**config.mk**
```make
export PLATFORM = sky130hd
export DESIGN_NAME = iscr_config_regs
export DESIGN_NICKNAME = d
export VERILOG_FILES = /design/src/hdl/iscr_pkg.sv /design/src/hdl/iscr_config_regs.sv
export VERILOG_INCLUDE_DIRS = /design/src /design/src/hdl
export SDC_FILE = /design/constraint.sdc
export NUM_CORES = 1
export LEC_CHECK = 0
export ABC_AREA = 1
export ABC_CLOCK_PERIOD_IN_PS = 1900
export BUFFER_PORTS_ARGS = -buffer_cell sky130_fd_sc_hd__clkbuf_2
export CAP_MARGIN = 20
export CELL_PAD_IN_SITES_DETAIL_PLACEMENT = 1
export CELL_PAD_IN_SITES_GLOBAL_PLACEMENT = 1
export CORE_ASPECT_RATIO = 0.9
export CORE_MARGIN = 2
export CORE_UTILIZATION = 41
export CTS_CLUSTER_DIAMETER = 120
export DETAILED_ROUTE_END_ITERATION = 7
export PLACE_DENSITY = 0.88
export SYNTH_ARGS = -nofsm -noshare
export SYNTH_HDL_FRONTEND = slang
export SYNTH_SLANG_ARGS = --single-unit
```
**constraint.sdc**
```tcl
create_clock -name core_clk -period 1.9 [get_ports core_clk]
set_clock_uncertainty 0.05 [all_clocks]
set_input_delay 0.19 -clock core_clk [delete_from_list [all_inputs] [get_ports core_clk]]
set_output_delay 0.19 -clock core_clk [all_outputs]
set_load 0.01 [all_outputs]
```
**src/hdl/iscr_regs.svh**
```systemverilog
// Offsets, field positions, defaults, update code and frame bit count of the sensor setup registers
`ifndef ISCR_REGS_SVH
`define ISCR_REGS_SVH
`define ISCR_ADDR_SETUP_A 3'h0
`define ISCR_ADDR_SETUP_B 3'h1
`define ISCR_UPDATE_CODE 4'h9
`define ISCR_FRAME_BITS 5'h18
`define ISCR_RST_SETUP_A 16'h8095
`define ISCR_RST_SETUP_B 16'h035A
`define ISCR_A_ROWS_RST_HI 15
`define ISCR_A_ROWS_RST_LO 8
`define ISCR_A_VRST_HI 7
`define ISCR_A_VRST_LO 6
`define ISCR_A_RAMP_GAIN_HI 5
`define ISCR_A_RAMP_GAIN_LO 4
`define ISCR_A_RAMP_OFS_HI 3
`define ISCR_A_RAMP_OFS_LO 2
`define ISCR_A_DRIVE_HI 1
`define ISCR_A_DRIVE_LO 0
`define ISCR_B_DELAY_HI 15
`define ISCR_B_DELAY_LO 11
`define ISCR_B_BIAS 10
`define ISCR_B_CDS_GAIN 9
`define ISCR_B_OUT_MODE 8
`define ISCR_B_CLK_SCALE_HI 7
`define ISCR_B_CLK_SCALE_LO 6
`define ISCR_B_CDS_REF_HI 5
`define ISCR_B_CDS_REF_LO 4
`define ISCR_B_CONV_CURR_HI 3
`define ISCR_B_CONV_CURR_LO 2
`define ISCR_B_IDLE 1
`define ISCR_B_HIGH_SPEED 0
`endif

```
**src/hdl/iscr_pkg.sv**
```systemverilog
// Types shared by the sensor setup register block
package iscr_pkg;
   typedef enum logic [1:0] {
      ISCR_CLK_DOUBLE = 2'b00,
      ISCR_CLK_NORMAL = 2'b01,
      ISCR_CLK_HALF = 2'b10
   } iscr_clk_scale_t;

   typedef struct packed {
      logic [9:0] rows_in_reset;
      logic [1:0] pix_reset_volt;
      logic [1:0] ramp_gain;
      logic [1:0] ramp_offset;
      logic [1:0] drive_current;
      logic [8:0] delay_rows;
      logic bias_boost;
      logic cds_gain_high;
      logic output_mode;
      iscr_clk_scale_t clk_scale;
      logic [1:0] cds_ref;
      logic [1:0] conv_current;
      logic idle_enable;
      logic high_speed;
   } iscr_cfg_t;
endpackage : iscr_pkg

```
**src/hdl/iscr_config_regs.sv**
```systemverilog
// Serial-loaded sensor setup registers and their decoded controls
`timescale 1ns/100ps
`include "iscr_regs.svh"
module iscr_config_regs (
   input wire logic core_clk,
   input wire logic nrst,
   input wire logic config_serial_clk,
   input wire logic config_serial_line,
   input wire logic config_window,
   output iscr_pkg::iscr_cfg_t cfg,
   output logic [2:0] clk_rate_sel,
   output logic write_done
);
   import iscr_pkg::*;

   logic [1:0] sclk_sync_ff;
   logic [1:0] config_serial_line_sync_ff;
   logic [1:0] win_sync_ff;
   logic sclk_prev_ff;
   logic [22:0] shift_ff;
   logic [4:0] count_ff;
   logic [15:0] setup_a_ff;
   logic [15:0] setup_b_ff;
   iscr_cfg_t cfg_ff;
   logic [2:0] rate_ff;
   logic done_ff;
   logic [22:0] nxt_shift;
   logic [4:0] nxt_count;
   logic [15:0] nxt_setup_a;
   logic [15:0] nxt_setup_b;
   iscr_cfg_t nxt_cfg;
   logic [2:0] nxt_rate;
   logic nxt_done;
   logic sclk_rise;

   // Clock scale codes 2 and 3 both halve the clock
   function automatic iscr_clk_scale_t decode_scale(input logic [1:0] code);
      if (code[1]) begin
         decode_scale = ISCR_CLK_HALF;
      end else begin
         decode_scale = iscr_clk_scale_t'(code);
      end
   endfunction : decode_scale

   // Pins are asynchronous to core_clk
   always_ff @(posedge core_clk) begin
      if (!nrst) begin
         sclk_sync_ff <= 2'h0;
         config_serial_line_sync_ff <= 2'h0;
         win_sync_ff <= 2'h0;
         sclk_prev_ff <= 1'b0;
      end else begin
         sclk_sync_ff <= {sclk_sync_ff[0], config_serial_clk};
         config_serial_line_sync_ff <= {config_serial_line_sync_ff[0], config_serial_line};
         win_sync_ff <= {win_sync_ff[0], config_window};
         sclk_prev_ff <= sclk_sync_ff[1];
      end
   end

   assign sclk_rise = sclk_sync_ff[1] && !sclk_prev_ff;

   always_comb begin
      nxt_shift = shift_ff;
      nxt_count = count_ff;
      nxt_setup_a = setup_a_ff;
      nxt_setup_b = setup_b_ff;
      nxt_done = 1'b0;
      if (!win_sync_ff[1]) begin
         // Outside the window a partial word is dropped
         nxt_count = 5'h0;
         nxt_shift = 23'h0;
      end else if (sclk_rise) begin
         nxt_shift = {shift_ff[21:0], config_serial_line_sync_ff[1]};
         if (count_ff == 5'h3 && {shift_ff[2:0], config_serial_line_sync_ff[1]} != `ISCR_UPDATE_CODE) begin
            // Slide until the update code lines up
            nxt_count = 5'h3;
         end else if (count_ff == `ISCR_FRAME_BITS - 5'h1) begin
            // 24th edge carries the separator bit; load then clear
            nxt_count = 5'h0;
            nxt_shift = 23'h0;
            if (shift_ff[18:16] == `ISCR_ADDR_SETUP_A) begin
               nxt_setup_a = shift_ff[15:0];
               nxt_done = 1'b1;
            end else if (shift_ff[18:16] == `ISCR_ADDR_SETUP_B) begin
               nxt_setup_b = shift_ff[15:0];
               nxt_done = 1'b1;
            end
         end else begin
            nxt_count = count_ff + 5'h1;
         end
      end
   end

   always_comb begin
      nxt_cfg.rows_in_reset = {1'b0, setup_a_ff[`ISCR_A_ROWS_RST_HI:`ISCR_A_ROWS_RST_LO], 1'b0} + 10'h002;
      nxt_cfg.pix_reset_volt = setup_a_ff[`ISCR_A_VRST_HI:`ISCR_A_VRST_LO];
      nxt_cfg.ramp_gain = setup_a_ff[`ISCR_A_RAMP_GAIN_HI:`ISCR_A_RAMP_GAIN_LO];
      nxt_cfg.ramp_offset = setup_a_ff[`ISCR_A_RAMP_OFS_HI:`ISCR_A_RAMP_OFS_LO];
      nxt_cfg.drive_current = setup_a_ff[`ISCR_A_DRIVE_HI:`ISCR_A_DRIVE_LO];
      nxt_cfg.delay_rows = {setup_b_ff[`ISCR_B_DELAY_HI:`ISCR_B_DELAY_LO], 4'h0} + 9'h2;
      nxt_cfg.bias_boost = setup_b_ff[`ISCR_B_BIAS];
      nxt_cfg.cds_gain_high = setup_b_ff[`ISCR_B_CDS_GAIN];
      nxt_cfg.output_mode = setup_b_ff[`ISCR_B_OUT_MODE];
      nxt_cfg.clk_scale = decode_scale(setup_b_ff[`ISCR_B_CLK_SCALE_HI:`ISCR_B_CLK_SCALE_LO]);
      // No clamp: host owns the offset-versus-reference spacing
      nxt_cfg.cds_ref = setup_b_ff[`ISCR_B_CDS_REF_HI:`ISCR_B_CDS_REF_LO];
      nxt_cfg.conv_current = setup_b_ff[`ISCR_B_CONV_CURR_HI:`ISCR_B_CONV_CURR_LO];
      nxt_cfg.idle_enable = setup_b_ff[`ISCR_B_IDLE];
      nxt_cfg.high_speed = setup_b_ff[`ISCR_B_HIGH_SPEED];
      // Index 0..5: double/normal/half, plus 3 when high speed
      nxt_rate = {1'b0, nxt_cfg.clk_scale} + (nxt_cfg.high_speed ? 3'h3 : 3'h0);
   end

   always_ff @(posedge core_clk) begin
      if (!nrst) begin
         shift_ff <= 23'h0;
         count_ff <= 5'h0;
         setup_a_ff <= `ISCR_RST_SETUP_A;
         setup_b_ff <= `ISCR_RST_SETUP_B;
         cfg_ff <= '0;
         rate_ff <= 3'h1;
         done_ff <= 1'b0;
      end else begin
         shift_ff <= nxt_shift;
         count_ff <= nxt_count;
         setup_a_ff <= nxt_setup_a;
         setup_b_ff <= nxt_setup_b;
         cfg_ff <= nxt_cfg;
         rate_ff <= nxt_rate;
         done_ff <= nxt_done;
      end
   end

   assign cfg = cfg_ff;
   assign clk_rate_sel = rate_ff;
   assign write_done = done_ff;

   a_done_loads: assert property (@(posedge core_clk) disable iff (!nrst)
      nxt_done |=> (setup_a_ff == $past(shift_ff[15:0]) || setup_b_ff == $past(shift_ff[15:0])))
      else $error("write_done without register load");
   a_no_write_outside: assert property (@(posedge core_clk) disable iff (!nrst)
      !win_sync_ff[1] |=> $stable(setup_a_ff) && $stable(setup_b_ff))
      else $error("register changed outside window");
   a_rows_reset: assert property (@(posedge core_clk) disable iff (!nrst)
      nrst |=> cfg.rows_in_reset == {1'b0, $past(setup_a_ff[15:8]), 1'b0} + 10'h002)
      else $error("rows in reset decode wrong");
   a_delay_rows: assert property (@(posedge core_clk) disable iff (!nrst)
      nrst |=> cfg.delay_rows == {$past(setup_b_ff[15:11]), 4'h0} + 9'h002)
      else $error("delay rows decode wrong");
   a_half_clock: assert property (@(posedge core_clk) disable iff (!nrst)
      setup_b_ff[7] |=> cfg.clk_scale == ISCR_CLK_HALF)
      else $error("clock scale code 2/3 not halved");
   a_rate_index: assert property (@(posedge core_clk) disable iff (!nrst)
      nrst |=> clk_rate_sel == ({1'b0, ($past(setup_b_ff[7]) ? 2'h2 : $past(setup_b_ff[7:6]))}
         + ($past(setup_b_ff[0]) ? 3'h3 : 3'h0)))
      else $error("clock rate index wrong");
   a_reset_dflt: assert property (@(posedge core_clk)
      !nrst |=> setup_a_ff == `ISCR_RST_SETUP_A && setup_b_ff == `ISCR_RST_SETUP_B)
      else $error("reset defaults not loaded");
   a_fields_b: assert property (@(posedge core_clk) disable iff (!nrst)
      nrst |=> {cfg.bias_boost, cfg.cds_gain_high, cfg.cds_ref, cfg.conv_current, cfg.idle_enable, cfg.high_speed}
         == {$past(setup_b_ff[10:9]), $past(setup_b_ff[5:0])})
      else $error("setup B field decode wrong");
   a_fields_a: assert property (@(posedge core_clk) disable iff (!nrst)
      nrst |=> {cfg.pix_reset_volt, cfg.ramp_gain, cfg.ramp_offset, cfg.drive_current} == $past(setup_a_ff[7:0]))
      else $error("setup A field decode wrong");
   a_done_single: assert property (@(posedge core_clk) disable iff (!nrst)
      write_done |=> !write_done)
      else $error("write_done longer than one cycle");
   a_load_code: assert property (@(posedge core_clk) disable iff (!nrst)
      nxt_done |-> shift_ff[22:19] == `ISCR_UPDATE_CODE)
      else $error("load without update code");
   a_addr_refused: assert property (@(posedge core_clk) disable iff (!nrst)
      sclk_rise && win_sync_ff[1] && count_ff == 5'h17 && shift_ff[18:17] != 2'h0 |-> !nxt_done)
      else $error("unimplemented address loaded");
   a_count_bound: assert property (@(posedge core_clk) disable iff (!nrst)
      count_ff < `ISCR_FRAME_BITS)
      else $error("bit counter beyond frame");
   a_win_clears: assert property (@(posedge core_clk) disable iff (!nrst)
      !win_sync_ff[1] |=> count_ff == 5'h0 && shift_ff == 23'h0)
      else $error("partial word kept outside window");
   a_ramp_gain: assert property (@(posedge core_clk) disable iff (!nrst)
      nrst |=> cfg.ramp_gain == $past(setup_a_ff[5:4]))
      else $error("ramp gain decode wrong");
   a_ramp_ofs: assert property (@(posedge core_clk) disable iff (!nrst)
      nrst |=> cfg.ramp_offset == $past(setup_a_ff[3:2]))
      else $error("ramp offset decode wrong");
   a_drive_cur: assert property (@(posedge core_clk) disable iff (!nrst)
      nrst |=> cfg.drive_current == $past(setup_a_ff[1:0]))
      else $error("drive current decode wrong");
   a_cds_gain: assert property (@(posedge core_clk) disable iff (!nrst)
      nrst |=> cfg.cds_gain_high == $past(setup_b_ff[9]))
      else $error("CDS gain decode wrong");
   a_cds_ref: assert property (@(posedge core_clk) disable iff (!nrst)
      nrst |=> cfg.cds_ref == $past(setup_b_ff[5:4]))
      else $error("CDS reference decode wrong");
   a_conv_curr: assert property (@(posedge core_clk) disable iff (!nrst)
      nrst |=> cfg.conv_current == $past(setup_b_ff[3:2]))
      else $error("conversion current decode wrong");
   a_idle_mode: assert property (@(posedge core_clk) disable iff (!nrst)
      nrst |=> cfg.idle_enable == $past(setup_b_ff[1]))
      else $error("idle mode decode wrong");
   a_high_speed: assert property (@(posedge core_clk) disable iff (!nrst)
      nrst |=> cfg.high_speed == $past(setup_b_ff[0]))
      else $error("high speed decode wrong");
endmodule : iscr_config_regs

```
Word level (Yosys, flattened, before mapping)
Cells that the tools add are included.
{ "op_classes": {"add_sub_neg": 4, "eq_ne": 4, "mux": 8, "n_bitwise": 6, "reduce_logical": 8} }
{ "ops": {"columns": ["operator", "n"], "rows": [
  ["$mux 19", 2],
  ["$add 9x2->10 const B", 1],
  ["$mux 5", 2],
  ["$add 9x2->9 const B", 1],
  ["$not 1->1", 6],
  ["$reduce_and 6->1", 1],
  ["$add 5x1->5 const B", 1],
  ["$eq 5x2->1 const B", 1],
  ["$eq 5x5->1 const B", 1],
  ["$reduce_and 5->1", 1],
  ["$reduce_or 5->1", 1],
  ["$mux 2", 2],
  ["$ne 4x4->1 const B", 1],
  ["$add 2x2->3", 1],
  ["$eq 3x1->1 const B", 1],
  ["$logic_not 3->1", 1],
  ["$logic_and 1x1->1", 2],
  ["$mux 1", 2],
  ["$reduce_and 2->1", 1],
  ["$logic_not 1->1", 1]
]} }
{ "totals": {"reg_bits": 105, "elab_cells": 54} }

Depth between registers and ports, before layout
{ "logic_depth": {"ltp_word": 4, "ltp_mapped": 8, "mapped_depth_nobuf": 7} }

Least setup slack after synthesis
Ideal clock, no wire load.
{ "synth_path": {"path_type": "register to register", "startpoint": "register count_ff[0]", "endpoint": "register setup_a_ff[15]", "setup_ns": 0.134, "arrival_ns": 1.295, "required_time_ns": 1.716, "setup_slack_ns": 0.421, "stages_incl_launch_ff": 8, "n_path_buf": 1, "synth_period_minus_slack_ns": 1.479, "cell_sequence": "dfxtp_1 > ha_1 > nand3_2 > nor2_4 > nand3_4 > buf_2 > nand2_1 > nand3_1"} }
{ "synth_via": {"elab_chain_cells": 4} }
{ "synth_lines": {"columns": ["item", "line", "source"], "rows": [
  ["start, declared", "iscr_config_regs.sv:21", "logic [4:0] count_ff;"],
  ["start signal, assigned", "iscr_config_regs.sv:125", "count_ff <= nxt_count;"],
  ["$eq 5x2->1", "iscr_config_regs.sv:74", "if (count_ff == 5'h3 && {shift_ff[2:0], config_serial_line_sync_ff[1]} != `ISCR_UPDATE_CODE) begin"],
  ["$logic_and 1x1->1 (no line)", null, null],
  ["$not 1->1 (no line)", null, null],
  ["$reduce_and 5->1 (no line) (*)", null, null],
  ["end signal, assigned", "iscr_config_regs.sv:118", "setup_a_ff <= `ISCR_RST_SETUP_A;"],
  ["end signal, assigned", "iscr_config_regs.sv:126", "setup_a_ff <= nxt_setup_a;"],
  ["end, declared", "iscr_config_regs.sv:22", "logic [15:0] setup_a_ff;"]
]} }
Mark *: on every way between the ends. The rest lies on a longest branch, timed or not.
A chain may end at the register's enable or synchronous reset.

Worst setup path in the final report
{ "layout_path": {"startpoint": "register count_ff[0]", "endpoint": "register shift_ff[5]"} }
{ "layout_via": {"elab_chain_cells": 3} }
{ "layout_lines": {"columns": ["item", "line", "source"], "rows": [
  ["$eq 5x5->1 or $eq 5x2->1 (tied branches)", "iscr_config_regs.sv:77, iscr_config_regs.sv:74", null],
  ["$mux 19 or $logic_and 1x1->1 (tied branches)", null, null],
  ["$mux 19 (*)", "iscr_config_regs.sv:74", null],
  ["end signal, assigned", "iscr_config_regs.sv:124", "shift_ff <= nxt_shift;"],
  ["end, declared", "iscr_config_regs.sv:20", "logic [22:0] shift_ff;"]
]} }
Marks and branches as above.

==> metrics.yaml <==
die_y_um: 94.2
switchingPower_uw: 839
area_growth_pct: 14.5
netlist_area_mm2: 0.00370
synth_seq_cells: 101
grt_util_all_layers_pct: 17.7
path_cells: "ha_1 -> nand3_2 -> nor2_4 -> nor2_1 -> buf_4 -> nand2_1 -> a21oi_1"
initial_core_util_pct: 42.6
num_vias: 3064
io_pins: 47
synth_edf_count: 0
syn_avg_cell_area_um2: 7.59
rsz0062_at_grt: "yes"
cts_htree_levels: 3
hold_class: "primary input to flop"
maxCapViolCount: 0
dp.cells: 636
p_comb_share_pct: 3.0
endpoint_kind: "flop"
drt-total-wl_mm: 8.39
setup_viol: 0
first_pass_iters: 4
wl_met2_mm: 4.18
antennaDiodeCount: 0
clockBufferDepth: 2
layout.cells.non_filler: 657
m1WireLength_mm: 3.80
intPower_mw: 2.66
synthTopCellsByCount: "nand2_1 (159), dfxtp_1 (101), inv_1 (75)"
cp-start-kind: "flop"
top_layer_used: "met4"
syn-instance-count: 488
p_per_area_mw_per_mm2: 826
drc: 0
grt_max_degree: 54
clk_pin_slew_ns: 0.10
cts_sinks: 101
slowest_stage: "dfxtp_1"
dp_hpwl_mm: 5.71
yosys.area.top_type: "dfxtp_1"
globalplace.congestion: 0.761
worstPathMaxFanout: 15
fillCellCount: 1101
fin_crit_sh_pct: 96.4
drive_above_1_share_pct: 14.9
p_leak_nw: 2.22
ys_seq_area_share_pct: 54.6
routedWlPerCell_um: 12.8
max_stage_delay_ns: 0.36
clockPowerShare_pct: 35.8
vias_per_cell: 4.66
drt-initial-drc-count: 189
vdd_drop_max_mv: 0.634
synthTopCellsByArea: "dfxtp_1 (55%), nand2_1 (16%), inv_1 (7.6%)"
design.die.area_mm2: 0.00981
core-area_mm2: 0.00869
worstPathRequired_ns: 2.15
p_seq_share_pct: 61.2
ys_types: 26
portBuffers: 42
rows: 32
synthFlopType: "dfxtp_1"
p_sw_share_pct: 24.0
cts_inserted_buffers: 9
grt_pass1_vias: 3117
gr-total-overflow: 0
synth_most_common_cell: "nand2_1"
fmax_mhz: 546
critPathKind: "flop to flop"
hold_violations: 0
post-cts-setup-buffers: 0
layout.nets: 542
total_power_mw: 3.50
chipWidth_um: 104
cts_root_buf: "clkbuf_8"
synth_top_cell_area_share_pct: 54.6
synth_warnings: 0
grt_pass1_wl_mm: 14.1
antenna_found_initial: 0
status: "complete, no violations"
ys_async_sr_fraction_pct: 0
maxSlewViolCount: 0
min_period_ns: 1.83
wl_met3_um: 286
clk_latency_ns: 0.37
ant_nets: 0
crit_arrival_ns: 2.08
cts_tree: "yes"
-- metrics by stage --
step / worst slack [ns] / util, % / setup TNS (ns) / instance area, um^2 / hold slack [ns]
after floorplan: 0.421 / - / 0 / 3710 / 0.168
after global placement: 0.169 / 46.1 / 0 / 4010 / 0.321
after detailed placement: 0.0721 / 46.1 / 0 / 4010 / 0.340
after CTS: 0.0416 / 48.5 / 0 / 4220 / 0.0330
after global routing: -0.0738 / 48.8 / -1.37 / 4240 / 0.0502
final: 0.0680 / 48.8 / 0 / 4240 / 0.0368
-- cell usage in the layout, fill, tap and decap left out, types with 2 or more instances in the layout --
cell / Yosys / routed
dlygate4sd3_1: 0 / 3
conb_1: 1 / 4
inv_2: 0 / 2
clkbuf_2: 0 / 42
a21oi_1: 26 / 26
clkbuf_8: 0 / 9
clkinv_4: 0 / 2
nand3_2: 1 / 3
ha_1: 3 / 3
nor2_1: 56 / 56
nand3_1: 20 / 20
o21ai_0: 2 / 2
buf_4: 5 / 6
inv_6: 0 / 3
nand3_4: 2 / 2
nor4_1: 2 / 2
nand2_2: 5 / 5
dfxtp_1: 101 / 101
nand2_1: 159 / 159
nor3_1: 4 / 4
nand4_1: 2 / 2
inv_1: 75 / 73
-- power groups by stage --
stage | registers, mW | clock network, mW | logic, mW
6_report | 2.14 | 1.25 | 0.106
5_1_grt | 2.15 | 1.38 | 0.119
3_5_place_dp | 2.19 | 0 | 0.102
4_1_cts | 2.14 | 1.29 | 0.108
2_1_floorplan | 2.20 | 0 | 0.0630
3_3_place_gp | 2.19 | 0 | 0.0984
-- registers in the layout, indices dropped and copies added (netlist names) --
name	count
setup_a_ff	16
config_serial_line_sync_ff	2
shift_ff	19
sclk_prev_ff	1
sclk_sync_ff	2
cfg	34
setup_b_ff	16
clk_rate_sel	3
count_ff	5
win_sync_ff	2
write_done	1
-- worst max-delay path, delay by kind of cell (launching register included) --
| family | cells | cell delay [ns] |
|---|---|---|
| AO/OA/AOI/OAI | 1 | 0.15 |
| adder cells (fa/ha/maj) | 1 | 0.29 |
| flip-flops | 1 | 0.36 |
| buffers and inverters | 1 | 0.28 |
| AND/OR/NAND/NOR | 4 | 0.62 |
-- timing repair --
item | CTS | global route
endpoints found under the hold margin | 3 | 0
hold buffers | 3 | 0
endpoints found under the setup margin | 0 | 22
gates resized for setup | 0 | 2
-- layer usage --
metal | track usage [%] | vias to the layer above
li1 | - | 1539
met5 | 0 | -
met2 | 31.6 | 57
met1 | 21.1 | 1458
met4 | 6.08 | 0
met3 | 4.02 | 10
-- path summary, 6_finish.rpt --
kind	from	to	slack, ns	cells past startpoint
max reg2reg	count_ff[0]$_SDFFE_PP0N_	shift_ff[5]$_SDFFE_PP0N_	0.07	7
min	nrst	cfg[12]$_SDFF_PN0_	0.04	1
max	count_ff[0]$_SDFFE_PP0N_	shift_ff[5]$_SDFFE_PP0N_	0.07	7
min reg2reg	sclk_sync_ff[0]$_SDFF_PN0_	sclk_sync_ff[1]$_SDFF_PN0_	0.37	2
-- area by class of cell --
cell class | count | area, um^2 | share of cell area, %
Sequential cell | 101 | 2020 | 47.7
Inverter | 75 | 282 | 6.64
Clock inverter | 7 | 56.3 | 1.33
Tap cell | 119 | 149 | 3.51
Multi-Input combinational cell | 294 | 1300 | 30.7
Clock buffer | 9 | 124 | 2.92
Timing Repair Buffer | 52 | 305 | 7.20
-- logic make-up after synthesis --
| kind of cell | Yosys count | synth area share, % |
|---|---|---|
| flip-flops | 101 | 54.6 |
| AO/OA/AOI/OAI | 29 | 3.99 |
| buffers and inverters | 98 | 11.1 |
| other | 1 | 0.101 |
| adder cells (fa/ha/maj) | 4 | 1.55 |
| AND/OR/NAND/NOR | 255 | 28.6 |
Power figures use the tool's default switching activity.
